==> config.mk <==
export PLATFORM = sky130hd
export DESIGN_NAME = cms_select_sense
export DESIGN_NICKNAME = d
export VERILOG_FILES = /design/src/include/cms_pkg.sv /design/src/verilog/cms_select_sense.sv /design/src/verilog/cms_decode8.sv
export SDC_FILE = /design/constraint.sdc
export NUM_CORES = 1
export LEC_CHECK = 0
export ABC_AREA = 1
export BUFFER_PORTS_ARGS = -buffer_cell sky130_fd_sc_hd__buf_2
export CAP_MARGIN = 20
export CORE_MARGIN = 2
export CORE_UTILIZATION = 28
export CTS_CLUSTER_SIZE = 14
export DETAILED_ROUTE_END_ITERATION = 16
export HOLD_SLACK_MARGIN = 0.03
export MAX_ROUTING_LAYER = met4
export PLACE_DENSITY = 0.55
export SYNTH_ARGS = -nofsm -noshare
export SYNTH_HDL_FRONTEND = slang
export SYNTH_SLANG_ARGS = --single-unit
==> constraint.sdc <==
create_clock -name sys_clk -period 1.7 [get_ports sys_clk]
set_input_delay 0.34 -clock sys_clk [delete_from_list [all_inputs] [get_ports sys_clk]]
set_output_delay 0.34 -clock sys_clk [all_outputs]
set_load 0.05 [all_outputs]
==> src/include/cms_pkg.sv <==
// Shared constants and carrier types for the core memory select/sense block
package cms_pkg;
  localparam int CMS_ADDR_W  = 12;
  localparam int CMS_DATA_W  = 16;
  localparam int CMS_BYTE_W  = 8;
  localparam int CMS_FIELD_W = 3;
  localparam int CMS_SEL_N   = 8;
  // Address field positions
  localparam int CMS_XDRV_LSB = 0;
  localparam int CMS_YDRV_LSB = 3;
  localparam int CMS_XSNK_LSB = 6;
  localparam int CMS_YSNK_LSB = 9;
  // Stack half codes
  localparam logic CMS_HALF_LOWER = 1'b0;
  localparam logic CMS_HALF_UPPER = 1'b1;

  typedef enum logic [1:0] {
    CMS_IDLE  = 2'b00,
    CMS_READ  = 2'b01,
    CMS_WRITE = 2'b11
  } cms_phase_t;

  // Pins arriving from timing control, data register and sense amplifiers
  typedef struct packed {
    logic [CMS_ADDR_W-1:0] addr;
    logic                  stack_half_select;
    logic                  stack_select_n;
    logic                  read_sink_time_n;
    logic                  write_sink_time_n;
    logic                  write_sink_timing_n;
    logic                  pos_drive_time_n;
    logic                  neg_drive_time_n;
    logic                  inhibit_lower_half_enable_n;
    logic                  inhibit_upper_half_enable_n;
    logic                  sense_strobe_n;
    logic                  clear_write_mode;
    logic [CMS_DATA_W-1:0] write_data_n;
    logic [CMS_DATA_W-1:0] sense_line;
  } cms_in_t;

  // Switch enables toward the stack, one bit per switch
  typedef struct packed {
    logic [CMS_SEL_N-1:0] pos_lo;
    logic [CMS_SEL_N-1:0] pos_hi;
    logic [CMS_SEL_N-1:0] neg_lo;
    logic [CMS_SEL_N-1:0] neg_hi;
    logic [CMS_SEL_N-1:0] x_rd_sink;
    logic [CMS_SEL_N-1:0] y_rd_sink;
    logic [CMS_SEL_N-1:0] x_wr_sink;
    logic [CMS_SEL_N-1:0] y_wr_sink;
  } cms_sw_t;

  typedef struct packed {
    cms_in_t               sync1;
    cms_in_t               sync2;
    cms_phase_t            phase;
    cms_sw_t               sw;
    logic [5:0]            x_line;
    logic [5:0]            y_line;
    logic                  sas_lo;
    logic                  sas_hi;
    logic                  inh_lo;
    logic                  inh_hi;
    logic [CMS_DATA_W-1:0] sensed;
    logic [CMS_DATA_W-1:0] inh_drv;
    logic [CMS_DATA_W-1:0] data_oe;
  } cms_state_t;

  // Idle pin levels: every active-low strobe high
  localparam cms_in_t CMS_IN_RESET = '{
    addr: 12'h000, stack_half_select: 1'b0, stack_select_n: 1'b1,
    read_sink_time_n: 1'b1, write_sink_time_n: 1'b1,
    write_sink_timing_n: 1'b1, pos_drive_time_n: 1'b1,
    neg_drive_time_n: 1'b1, inhibit_lower_half_enable_n: 1'b1,
    inhibit_upper_half_enable_n: 1'b1, sense_strobe_n: 1'b1,
    clear_write_mode: 1'b0, write_data_n: 16'hFFFF, sense_line: 16'h0000};

  localparam cms_state_t CMS_STATE_RESET = '{
    sync1: CMS_IN_RESET, sync2: CMS_IN_RESET, phase: CMS_IDLE,
    sw: '0, x_line: 6'h00, y_line: 6'h00, sas_lo: 1'b0, sas_hi: 1'b0,
    inh_lo: 1'b0, inh_hi: 1'b0, sensed: 16'h0000, inh_drv: 16'h0000,
    data_oe: 16'h0000};
endpackage

==> src/verilog/cms_select_sense.sv <==
// Core memory drive/sink selection and sense/inhibit control
//
// How it works
// - X and Y read sinks conduct only while read_sink_time_n is low.
// - Y write sinks conduct only while write_sink_time_n is low.
// - Address splits into four 3-bit one-of-eight fields: XD, YD, XS, YS.
// - Driver plus X sink picks an X line; driver plus Y sink a Y line.
// - A switch conducts only with group timing and its own select low.
// - Positive drive feeds Y on read, X on write; one group per half.
// - Negative drive feeds X on read, Y on write; one group per half.
// - Upper half negative timing needs select, drive time low, half high.
// - Sense/inhibit timing needs this stack and this half selected.
// - Low byte strobe samples bits 0-7, high byte strobe bits 8-15.
// - Inhibit timing comes from write sink timing, split per byte.
// - Sense results pass only under strobe, as open-collector outputs.
// - A sensed one marks the data bit and suppresses its inhibit.
// - A sensed zero fires the inhibit driver during restore.
// - Clear/write mode suppresses the sense strobes.
// - Clear/write inhibits bits whose data register holds zero.
`timescale 1ns/1ns
`default_nettype none
module cms_select_sense
  import cms_pkg::*;
#(
  parameter logic STACK_HALF = CMS_HALF_LOWER
)(
  input  wire logic                  sys_clk,
  input  wire logic                  resetn,
  input  wire cms_in_t               pins,
  output var  cms_sw_t               sw,
  output var  logic [5:0]            x_line,
  output var  logic [5:0]            y_line,
  output var  logic                  sense_strobe_low_byte,
  output var  logic                  sense_strobe_high_byte,
  output var  logic                  inhibit_pulse_low_byte,
  output var  logic                  inhibit_pulse_high_byte,
  output var  logic [CMS_DATA_W-1:0] inhibit_drive,
  output var  logic [CMS_DATA_W-1:0] data_line_out,
  output var  logic [CMS_DATA_W-1:0] data_line_oe
);

  cms_state_t           st_reg;
  cms_state_t           st_next;
  cms_in_t              s;
  logic                 stack_on;
  logic                 rd_time;
  logic                 wr_ok;
  logic                 read_ph;
  logic                 half_on;
  logic                 start;
  logic [CMS_SEL_N-1:0] xdrv_n;
  logic [CMS_SEL_N-1:0] ydrv_n;
  logic [CMS_SEL_N-1:0] xsnk_n;
  logic [CMS_SEL_N-1:0] ysnk_n;
  logic [CMS_SEL_N-1:0] pos_sel_n;
  logic [CMS_SEL_N-1:0] neg_sel_n;
  logic [CMS_DATA_W-1:0] ones;

  // Switch enables for a group: timing present and select low
  function automatic logic [CMS_SEL_N-1:0] gate8(
    input logic                 en,
    input logic [CMS_SEL_N-1:0] sel_n
  );
    gate8 = en ? ~sel_n : 8'h00;
  endfunction

  // Field decoders
  cms_decode8 u_xdrv (.code(s.addr[CMS_XDRV_LSB +: CMS_FIELD_W]),
                      .sel_n(xdrv_n));
  cms_decode8 u_ydrv (.code(s.addr[CMS_YDRV_LSB +: CMS_FIELD_W]),
                      .sel_n(ydrv_n));
  cms_decode8 u_xsnk (.code(s.addr[CMS_XSNK_LSB +: CMS_FIELD_W]),
                      .sel_n(xsnk_n));
  cms_decode8 u_ysnk (.code(s.addr[CMS_YSNK_LSB +: CMS_FIELD_W]),
                      .sel_n(ysnk_n));

  // Qualifiers from the synchronised pins
  assign s        = st_reg.sync2;
  assign stack_on = !s.stack_select_n;
  assign rd_time  = stack_on && !s.read_sink_time_n;
  assign wr_ok    = (st_reg.phase == CMS_WRITE) && !rd_time;
  assign read_ph  = (st_reg.phase != CMS_WRITE);
  assign start    = rd_time && (st_reg.phase != CMS_READ);
  assign half_on  = stack_on && (STACK_HALF ? !s.inhibit_upper_half_enable_n
                                 : !s.inhibit_lower_half_enable_n);
  // Drive multiplexing: positive feeds Y on read, negative feeds X
  assign pos_sel_n = read_ph ? ydrv_n : xdrv_n;
  assign neg_sel_n = read_ph ? xdrv_n : ydrv_n;

  // Next state
  always_comb begin
    st_next       = st_reg;
    st_next.sync1 = pins;
    st_next.sync2 = st_reg.sync1;
    // Memory cycle phase tracking
    unique case (st_reg.phase)
      CMS_IDLE: begin
        if (rd_time) st_next.phase = CMS_READ;
      end
      CMS_READ: begin
        if (!rd_time) st_next.phase = CMS_WRITE;
      end
      CMS_WRITE: begin
        if (rd_time) st_next.phase = CMS_READ;
        else if (!stack_on) st_next.phase = CMS_IDLE;
      end
      // Unused code falls back to idle
      default: st_next.phase = CMS_IDLE;
    endcase
    // Driver groups per half
    st_next.sw.pos_lo = gate8(stack_on && !s.pos_drive_time_n &&
                              !s.stack_half_select, pos_sel_n);
    st_next.sw.pos_hi = gate8(stack_on && !s.pos_drive_time_n &&
                              s.stack_half_select, pos_sel_n);
    st_next.sw.neg_lo = gate8(stack_on && !s.neg_drive_time_n &&
                              !s.stack_half_select, neg_sel_n);
    st_next.sw.neg_hi = gate8(stack_on && !s.neg_drive_time_n &&
                              s.stack_half_select, neg_sel_n);
    // Sink groups shared by both halves
    st_next.sw.x_rd_sink = gate8(rd_time, xsnk_n);
    st_next.sw.y_rd_sink = gate8(rd_time, ysnk_n);
    st_next.sw.x_wr_sink = gate8(wr_ok && stack_on &&
                                 !s.write_sink_timing_n, xsnk_n);
    st_next.sw.y_wr_sink = gate8(wr_ok && stack_on &&
                                 !s.write_sink_time_n, ysnk_n);
    // Selected line indices
    st_next.x_line = {s.addr[CMS_XSNK_LSB +: CMS_FIELD_W],
                      s.addr[CMS_XDRV_LSB +: CMS_FIELD_W]};
    st_next.y_line = {s.addr[CMS_YSNK_LSB +: CMS_FIELD_W],
                      s.addr[CMS_YDRV_LSB +: CMS_FIELD_W]};
    // Byte sense strobes, withheld in clear/write mode
    st_next.sas_lo = half_on && !s.sense_strobe_n &&
                     !s.clear_write_mode;
    st_next.sas_hi = st_next.sas_lo;
    // Sensed ones; a new strobe hit wins over the cycle-start clear
    st_next.sensed = (start ? 16'h0000 : st_reg.sensed) |
                     ({{CMS_BYTE_W{st_next.sas_hi}},
                       {CMS_BYTE_W{st_next.sas_lo}}} & s.sense_line);
    // Open-collector pull-down while strobed
    st_next.data_oe = {{CMS_BYTE_W{st_next.sas_hi}},
                       {CMS_BYTE_W{st_next.sas_lo}}} & s.sense_line;
    // Inhibit timing from write sink timing, per byte
    st_next.inh_lo = half_on && wr_ok && !s.write_sink_timing_n;
    st_next.inh_hi = st_next.inh_lo;
    // Bits that must end as one
    ones = s.clear_write_mode ? ~s.write_data_n : st_next.sensed;
    // Inhibit only bits that must stay zero
    st_next.inh_drv = {{CMS_BYTE_W{st_next.inh_hi}},
                       {CMS_BYTE_W{st_next.inh_lo}}} & ~ones;
  end

  // State register
  always_ff @(posedge sys_clk or negedge resetn) begin
    if (!resetn) begin
      st_reg <= CMS_STATE_RESET;
    end else begin
      st_reg <= st_next;
    end
  end

  // Outputs straight from the state register; data_line_out is tied low
  assign sw                      = st_reg.sw;
  assign x_line                  = st_reg.x_line;
  assign y_line                  = st_reg.y_line;
  assign sense_strobe_low_byte   = st_reg.sas_lo;
  assign sense_strobe_high_byte  = st_reg.sas_hi;
  assign inhibit_pulse_low_byte  = st_reg.inh_lo;
  assign inhibit_pulse_high_byte = st_reg.inh_hi;
  assign inhibit_drive           = st_reg.inh_drv;
  assign data_line_out           = 16'h0000;
  assign data_line_oe            = st_reg.data_oe;
endmodule
`default_nettype wire

==> src/verilog/cms_decode8.sv <==
// One-of-eight active-low decoder for a 3-bit address field
`timescale 1ns/1ns
`default_nettype none
module cms_decode8
  import cms_pkg::*;
(
  input  wire logic [CMS_FIELD_W-1:0] code,
  output var  logic [CMS_SEL_N-1:0]   sel_n
);
  // Exactly one output low for any code
  always_comb begin
    sel_n       = 8'hFF;
    sel_n[code] = 1'b0;
  end
endmodule
`default_nettype wire

==> results of run 1 <==
-- power by group through the flow --
stage          Combinational, uW  Sequential, uW  Clock, uW
2_1_floorplan               1110            6190          0
3_3_place_gp                1400            6220          0
3_5_place_dp                1420            6230          0
4_1_cts                     1530            6130       5310
5_1_grt                     1670            6160       5570
6_report                    1510            6130       5130
-- routing by layer --
layer  track usage  up-vias
li1              -     2253
met1        0.1374     2320
met2        0.1794      128
met3       0.02110       39
met4       0.04649        0
met5             -        -
-- layout make-up --
type | count | area (um2)
sequential | 236 | 5966
timing repair buffer | 235 | 1556
inverter | 54 | 206.4
multi-input combinational | 261 | 1201
fill | 2962 | 19280
clock buffer | 35 | 703.2
clock inverter | 10 | 81.33
tap | 390 | 488.0
-- stage by stage --
stage | worst slack [ns] | utilization | instances | instance area, um2
after floorplan | 0.4453 | - | 691 | 8382
after global placement | 0.09982 | 0.3003 | 1121 | 8853
after detailed placement | 0.06724 | 0.3003 | 1121 | 8853
after CTS | 0.03168 | 0.3456 | 1221 | 10190
after global routing | 0.07110 | 0.3461 | 1221 | 10200
final | 0.1748 | 0.3461 | 1221 | 10200
-- what timing repair did --
item,CTS,global route
endpoints found under the hold margin,81,0
gates resized for setup,0,3
endpoints found under the setup margin,0,26
hold buffers,55,0
-- kinds of logic after synthesis --
logic type,after synthesis
flops,236
other cells,1
simple gates,208
buf+inv,194
compound gates,37
-- synthesized netlist by cell type, drive strengths merged --
| cell type | n | area (um2) |
|---|---|---|
| a21oi | 24 | 120.1 |
| buf | 136 | 1010 |
| clkbuf | 4 | 15.01 |
| clkinv | 2 | 7.510 |
| conb | 1 | 3.750 |
| dfrtp | 188 | 4705 |
| dfstp | 48 | 1261 |
| inv | 52 | 195.2 |
| nand2 | 77 | 296.5 |
| nand3 | 44 | 220.2 |
| nand4 | 16 | 100.1 |
| nor2 | 61 | 275.3 |
| nor3 | 9 | 45.04 |
| o21ai | 13 | 65.06 |
| or2 | 1 | 6.260 |
-- worst register-to-register path, stage by stage (launching register included) --
cell	delay, ns
dfstp_2	0.57
inv_1	0.14
nand2_1	0.17
or2_1	0.46
nor2_2	0.06
-- worst max-delay path by stage --
stage | endpoint | slack (ns)
3_3_place_gp | st_reg[128] | 0.1
4_1_cts | inhibit_drive[10] | 0.03
5_1_grt | sw[2] | 0.07
2_1_floorplan | sw[7] | 0.45
3_5_place_dp | inhibit_drive[4] | 0.07
6_report | sw[2] | 0.17
==> results by group, run 1 <==
Outcome
  • Outcome: completed

Floorplanning
  • Chip Width: 176.4 um
  • Number of rows in the core area: 63
  • Floorplan Core Area: 0.02948 mm2
  • I/O pin count: 185
  • Height of the die: 176.4 um
  • Starting density of the core: 0.2824
  • Die Outline Area: 0.03113 mm2

Setup path
  • Kind of cell adding the most delay to the critical path: simple AND/OR/NAND/NOR gates
  • Worst Reg2Reg Path Length in Cells: 4
  • Required @ worst endpoint: 2.08 ns
  • Cell depth of the worst setup path: 4
  • Worst reg2reg startpoint: s[41]
  • Type of element launching the critical path: register
  • Register-to-Register Setup Slack: 0.17 ns
  • Critical Path Sink Type: register
  • Worst r2r dst: sw[2]
  • Critical Path Fanout Max: 8
  • Worst-path cell chain: inv_1 > nand2_1 > or2_1 > nor2_2
  • Cell with the largest stage delay on the worst path: dfstp_2
  • Start point of the critical path: s[41]
  • CP arrival: 1.90 ns
  • Critical Setup Path Class: register to register
  • Largest incremental delay on the critical path: 0.57 ns
  • Count of buffering cells on the critical path with inverters included: 1

Global routing
  • Initial antenna violation count: 0
  • Number of global-route vias before repair: 4823
  • Total congestion overflow: 0
  • Pin count of the biggest net entering global routing: 55
  • Global-route wire length before repair: 26.39 mm
  • Global Route Usage Sum: 0.1112

Final layout
  • Proportion of layout cells with a drive suffix above 1: 0.3381
  • Total inserted antenna cells: 0
  • Flip-flop count of the largest register, all copies and words added: 64
  • Layout area overhead: 22.54%
  • Leading cell type in the layout, fill and taps excluded: dfrtp_1
  • Number of nets in the final layout: 870
  • Commonest non-fill, non-tap cells in the layout: 188 x dfrtp_1, 166 x buf_2, 76 x nand2_1, 55 x dlygate4sd3_1, 52 x inv_1

Detailed routing
  • Highest metal layer with signal wires: met4
  • First-pass DRT Iterations: 4
  • M1 wire length: 7.050 mm
  • Met3 routed WL: 827 um
  • Initial DRC Count: 162
  • Number of design rule violations left after detail routing: 0
  • Number of antenna-violating nets in the routed design: 0
  • Routed wire per std cell: 13.60 um
  • Via count: 4740
  • Final Routed Wirelength: 16.61 mm
  • Per-cell via count in the routed design: 3.882
  • DR WL met2: 8.120 mm

Clock network
  • TritonCTS clock tree: built
  • Maximum level of the CTS H-tree: 1
  • Number of buffers inserted during clock tree synthesis: 25
  • Clock root buffer: clkbuf_16
  • Clock network latency to the later pin of the worst-skew pair: 0.51 ns
  • Number of buffers inserted to repair setup after CTS: 0
  • Clock-pin slew reported for the worst setup and hold paths after clock tree synthesis: 0.06 ns
  • Total clock sinks: 236
  • Max Buffers Root-to-Sink: 3

STA
  • Total setup violations reported at the end of the flow: 0
  • Post-Route Hold Slack: 0.3357 ns
  • Fin Clk Skew: 0.005643 ns
  • Setup TNS: 0 ns
  • Worst-case headroom to the max-slew limit: 0.6513
  • Maximum clock frequency: 655.7 MHz
  • RSZ-0062 raised after global routing: false
  • Worst-margin pin slew: 0.5230 ns
  • Final cycle utilization of the critical path: 0.8972
  • Endpoints failing hold: 0
  • Final Max Slew Viols: 0
  • Final period demand of the worst path: 1.525 ns

Worst hold path
  • Worst hold path type: input pin to asynchronous set/reset pin

Logic synthesis
  • Yosys warning total: 0
  • Simple logic cell fraction of the synthesized area: 0.1133
  • Syn_area_per_cell: 12.32 um2
  • Sequential share of the synthesized area: 0.7166
  • Netlist area before placement: 0.008325 mm2
  • Main combinational cell family by area after synthesis: buffers and inverters
  • Fraction of synthesized cell area in xor and xnor cells: 0
  • Distinct cells, synth: 22
  • FF+latch count, synth: 236
  • Mux share of post-synthesis cell area: 0
  • Number of instances in the synthesized netlist: 676
  • Fraction of the mapped netlist area in compound gates: 0.02224
  • Post-synthesis adder-cell area fraction: 0

Pwr
  • Proportion of total power due to net switching: 0.2614
  • Total Power: 12770 uW
  • Portion of total power attributed to combinational logic: 0.118
  • Power share of the clock group: 0.402
  • Leak pwr: 0.005304 uW
  • Net switching component of the power: 3337 uW
  • Sequential share of power: 0.480
  • Power Internal: 9431 uW
  • Power per unit of standard cell area: 1251 mW/mm2
  • Max rail drop VDD: 581.4 uV

Place
  • Count of buffers inserted at the top-level ports: 167
  • Placed wire-length estimate after detailed placement: 11.23 mm
  • RD Place Congestion: 0.8097

Flow run
  • Max-capacitance violation count: 0
(Power assumes the default switching activity.)
==> run 2: changes to the inputs <==
- PLACE_DENSITY: 0.55 -> 0.56
- clock period: 1.7 -> 1.3 ns (I/O delays scaled with it)
==> results by group, run 2 (synthesis results as in run 1) <==
Outcome
  • Outcome: complete, but fails checks
  • Violations in the final reports: setup timing

Setup path
  • Worst reg2reg startpoint: s[41]
  • Critical Path Fanout Max: 2
  • Register-to-Register Setup Slack: -0.07 ns
  • CP arrival: 1.14 ns
  • Largest incremental delay on the critical path: 0.41 ns
  • Kind of cell adding the most delay to the critical path: flip-flops
  • Worst r2r dst: inhibit_drive[13]
  • Worst-path cell chain: buf_4
  • Cell with the largest stage delay on the worst path: dfrtp_1
  • Count of buffering cells on the critical path with inverters included: 1
  • Required @ worst endpoint: 1.04 ns
  • Worst Reg2Reg Path Length in Cells: 7
  • Type of element launching the critical path: register
  • Critical Path Sink Type: output port
  • Critical Setup Path Class: register to output port

Clock network
  • Clock network latency to the later pin of the worst-skew pair: 0.52 ns
  • Maximum level of the CTS H-tree: 1
  • Clock root buffer: clkbuf_16
  • Max Buffers Root-to-Sink: 3
  • Clock-pin slew reported for the worst setup and hold paths after clock tree synthesis: 0.06 ns
  • Total clock sinks: 236
  • TritonCTS clock tree: built
  • Number of buffers inserted during clock tree synthesis: 26

Worst hold path
  • Worst hold path type: input pin to asynchronous set/reset pin

STA
  • Final cycle utilization of the critical path: 1.076
  • Final Max Slew Viols: 0
  • Maximum clock frequency: 715.1 MHz
  • Endpoints failing hold: 0
  • Total setup violations reported at the end of the flow: 95
  • Final period demand of the worst path: 1.398 ns
  • Fin Clk Skew: 0.01414 ns
  • Worst Slack Setup Final: -0.09845 ns
  • RSZ-0062 raised after global routing: true
  • Setup TNS: -2.215 ns

Final layout
  • Total inserted antenna cells: 0
  • Leading cell type in the layout, fill and taps excluded: dfrtp_1
  • Commonest non-fill, non-tap cells in the layout: 185 x dfrtp_1, 117 x buf_6, 59 x nand2_1, 55 x dlygate4sd3_1, 54 x buf_2
  • Proportion of layout cells with a drive suffix above 1: 0.4286
  • Number of nets in the final layout: 898
  • Number of fillers in the final layout: 2749
  • Flip-flop count of the largest register, all copies and words added: 64
  • Non-filler instance count after layout: 1251
  • Layout area overhead: 40.61%

Floorplanning
  • Chip Width: 176.4 um
  • I/O pin count: 185
  • Height of the die: 176.4 um
  • Starting density of the core: 0.2824
  • Number of rows in the core area: 63
  • Die Outline Area: 0.03113 mm2
  • Floorplan Core Area: 0.02948 mm2

Detailed routing
  • Final Routed Wirelength: 17.78 mm
  • Number of antenna-violating nets in the routed design: 0
  • First-pass DRT Iterations: 5
  • Routed wire per std cell: 14.22 um
  • Per-cell via count in the routed design: 3.901
  • Via count: 4880
  • Initial DRC Count: 165
  • Number of design rule violations left after detail routing: 0

Global routing
  • Global-route wire length before repair: 26.81 mm
  • Fraction of met2 tracks used by global routing: 0.1918
  • Global Route Usage Sum: 0.1144
  • Initial antenna violation count: 0
  • Grt met3 use: 0.02110
  • Grt peak-use layer: met2
  • Number of global-route vias before repair: 4904
  • Pin count of the biggest net entering global routing: 54
  • Routing usage on met1: 0.1335
  • Total congestion overflow: 0

Pwr
  • Leak pwr: 0.005638 uW
  • Max rail drop VDD: 812.8 uV
  • Total Power: 17940 uW
  • Power per unit of standard cell area: 1532 mW/mm2

Place
  • Placed cell count: 1133
  • Count of buffers inserted at the top-level ports: 167
  • Placed wire-length estimate after detailed placement: 11.08 mm
  • Dpl ws: -0.1207 ns
  • RD Place Congestion: 0.8377

Flow run
  • Max-capacitance violation count: 0
run 2: changes by cell type in the layout (fill, tap and decap cells not counted), sizes merged:
cell,previous run,this run
buf,180,202
bufinv,1,0
clkbuf,35,43
clkinv,10,6
clkinvlp,1,5
inv,52,53
run 2: power by group:
group,internal (uW),switching [uW]
sequential,7830,226
clock,4280,2870
combinational,1060,1670
total,13200,4770
run 2: metrics by stage:
step	util	hold WS (ns)	instance area (um2)
floorplan	-	-0.03559	8382
global placement	0.3055	0.1026	9006
detailed placement	0.3055	0.1068	9006
CTS	0.3832	0.1330	11300
global route	0.3971	0.1408	11710
finish	0.3971	0.1492	11710
run 2: area by class of cell:
| cell class | count | area (um2) | area share |
|---|---|---|---|
| Timing Repair inverter | 1 | 7.507 | 0.0006413 |
| Inverter | 54 | 210.2 | 0.01796 |
| Sequential cell | 236 | 5969 | 0.5099 |
| Clock buffer | 39 | 802.0 | 0.06851 |
| Multi-Input combinational cell | 261 | 1496 | 0.1278 |
| Timing Repair Buffer | 261 | 2671 | 0.2282 |
| Tap cell | 390 | 488.0 | 0.04168 |
| Clock inverter | 9 | 61.31 | 0.005237 |
run 2: how the worst max path moves through the flow:
stage	depth (start not counted)	slack (ns)	end	start
2_1_floorplan	6	0.05	sw[7]	s[41]
3_3_place_gp	5	-0.09	sw[5]	s[41]
4_1_cts	1	-0.13	data_line_oe[4]	data_line_oe[4]
3_5_place_dp	5	-0.12	sw[1]	s[41]
6_report	1	-0.1	inhibit_pulse_low_byte	inhibit_pulse_high_byte
5_1_grt	7	-0.15	inhibit_drive[2]	s[41]
run 2: what timing repair did:
action,in CTS,in global routing
endpoints found under the hold margin,243,0
buffers inserted,4,4
hold buffers,55,0
pin swaps,5,11
setup endpoints to repair,146,167
cloned,3,5
gates resized for setup,242,78
run 2: layer usage:
layer  routed length [um]  share of wire
met4                  743          0.042
met1                 6900           0.39
met3                  847          0.048
met2                 9291           0.52
met5                    0              0
==> run 3: changes to the inputs <==
- CTS_BUF_LIST: default -> sky130_fd_sc_hd__clkbuf_8
- CTS_CLUSTER_DIAMETER: default -> 50
==> results by group, run 3 (synthesis results as in run 1) <==
Floorplanning
  • Starting density of the core: 0.2824
  • Number of rows in the core area: 63
  • Height of the die: 176.4 um
  • Chip Width: 176.4 um
  • Die Outline Area: 0.03113 mm2
  • Floorplan Core Area: 0.02948 mm2
  • I/O pin count: 185

Place
  • Placed wire-length estimate after detailed placement: 11.08 mm
  • RD Place Congestion: 0.8377
  • Dpl ws: -0.1207 ns
  • Count of buffers inserted at the top-level ports: 167

Flow run
  • Max-capacitance violation count: 0

Clock network
  • Total clock sinks: 236
  • Clock-pin slew reported for the worst setup and hold paths after clock tree synthesis: 0.09 ns
  • Maximum level of the CTS H-tree: 1
  • Number of buffers inserted during clock tree synthesis: 28
  • Clock network latency to the later pin of the worst-skew pair: 0.57 ns
  • Max Buffers Root-to-Sink: 3
  • Clock root buffer: clkbuf_8
  • TritonCTS clock tree: built

STA
  • Final Max Slew Viols: 0
  • RSZ-0062 raised after global routing: true
  • Fin Clk Skew: 0.02136 ns
  • Final cycle utilization of the critical path: 1.114
  • Total setup violations reported at the end of the flow: 113
  • Worst Slack Setup Final: -0.1488 ns
  • Final period demand of the worst path: 1.449 ns
  • Maximum clock frequency: 690.2 MHz
  • Endpoints failing hold: 0

Final layout
  • Number of fillers in the final layout: 2786
  • Commonest non-fill, non-tap cells in the layout: 185 x dfrtp_1, 115 x buf_6, 63 x nand2_1, 56 x inv_1, 55 x dlygate4sd3_1
  • Flip-flop count of the largest register, all copies and words added: 64
  • Core Util, Final: 0.3795
  • Leading cell type in the layout, fill and taps excluded: dfrtp_1
  • Number of nets in the final layout: 894
  • Total inserted antenna cells: 0
  • Proportion of layout cells with a drive suffix above 1: 0.4089
  • Layout area overhead: 34.37%

Setup path
  • Type of element launching the critical path: register
  • Count of buffering cells on the critical path with inverters included: 1
  • Critical Setup Path Class: register to output port
  • Kind of cell adding the most delay to the critical path: flip-flops
  • Cell with the largest stage delay on the worst path: dfrtp_2
  • Required @ worst endpoint: 1.04 ns
  • Critical Path Fanout Max: 1
  • Largest incremental delay on the critical path: 0.46 ns
  • CP arrival: 1.19 ns
  • Critical Path Sink Type: output port
  • Worst-path cell chain: buf_6

Detailed routing
  • Via count: 4808
  • Per-cell via count in the routed design: 3.859
  • Initial DRC Count: 195
  • Number of design rule violations left after detail routing: 0
  • First-pass DRT Iterations: 4
  • Routed wire per std cell: 13.78 um
  • Final Routed Wirelength: 17.17 mm
  • Number of antenna-violating nets in the routed design: 0

Global routing
  • Pin count of the biggest net entering global routing: 54
  • Global-route wire length before repair: 26.59 mm
  • Initial antenna violation count: 0
  • Global Route Usage Sum: 0.1131
  • Total congestion overflow: 0
  • Number of global-route vias before repair: 4904

Pwr
  • Leak pwr: 0.005469 uW
  • Power per unit of standard cell area: 1433 mW/mm2
  • Max rail drop VDD: 721.1 uV

Outcome
  • Outcome: complete, but fails checks
  • Violations in the final reports: setup timing

Worst hold path
  • Worst hold path type: input pin to asynchronous set/reset pin
run 3: cell types whose count changed in the layout (fill, tap and decap cells not counted), moves of 5 or more:
cell,before,now
inv_1,51,56
nor2_4,10,2
clkbuf_16,32,1
clkbuf_8,6,30
clkbuf_1,5,0
nand3_4,5,0
nor2_1,41,47
run 3: power breakdown:
| part | switching (uW) | internal (uW) |
|---|---|---|
| clock network | 2880 | 2500 |
| registers | 222 | 7820 |
| logic | 1610 | 998 |
run 3: metrics by stage:
| stage | hold slack, ns | instance area [um2] | TNS (ns) | power [uW] | std cells |
|---|---|---|---|---|---|
| 2_1_floorplan | -0.03559 | 8382 | 0 | 9543 | 691 |
| 3_3_place_gp | 0.1026 | 9006 | -1.111 | 10100 | 1133 |
| 3_5_place_dp | 0.1068 | 9006 | -1.455 | 10120 | 1133 |
| 4_1_cts | 0.06810 | 10990 | -12.66 | 16060 | 1242 |
| 5_1_grt | 0.07800 | 11190 | -13.80 | 16830 | 1246 |
| 6_report | 0.1001 | 11190 | -6.704 | 16030 | 1246 |
run 3: timing repair:
action | CTS | global route
endpoints found under the setup margin | 142 | 160
gates resized for setup | 238 | 46
endpoints found under the hold margin | 283 | 0
cloned | 2 | 2
pin swaps | 3 | 2
hold buffers | 55 | 0
buffers inserted | 3 | 2
run 3: final timing paths:
check,startpoint,endpoint,slack (ns),cells past startpoint
worst max-delay path,data_line_oe[4],data_line_oe[4],-0.15,1
worst min-delay path,resetn,s[48],0.10,2
worst max register to register,s[41],inhibit_drive[9],0,6
worst min register to register,st_next[166],s[36],0.34,0
max in group asynchronous,resetn,sw[35],0.58,3
min in group sys_clk,pins[3],st_next[133],0.32,2
run 3: routing by layer:
layer / GRT usage / vias to the layer above / part of all wire
met2: 0.1918 / 142 / 0.52
met1: 0.1321 / 2325 / 0.40
met4: 0.04959 / 0 / 0.044
met3: 0.01960 / 50 / 0.041
li1: - / 2291 / -
met5: - / - / 0
run 3: final cells by class:
type | count | area, um2 | area share
repair buffers | 255 | 2551 | 0.2281
inverters | 54 | 206.4 | 0.01845
well taps | 390 | 488.0 | 0.04362
clock buffers | 30 | 412.9 | 0.03691
flip-flops and latches | 236 | 5969 | 0.5336
clock inverters | 19 | 192.7 | 0.01722
multi-input cells | 261 | 1359 | 0.1215
repair inverters | 1 | 7.507 | 0.0006711
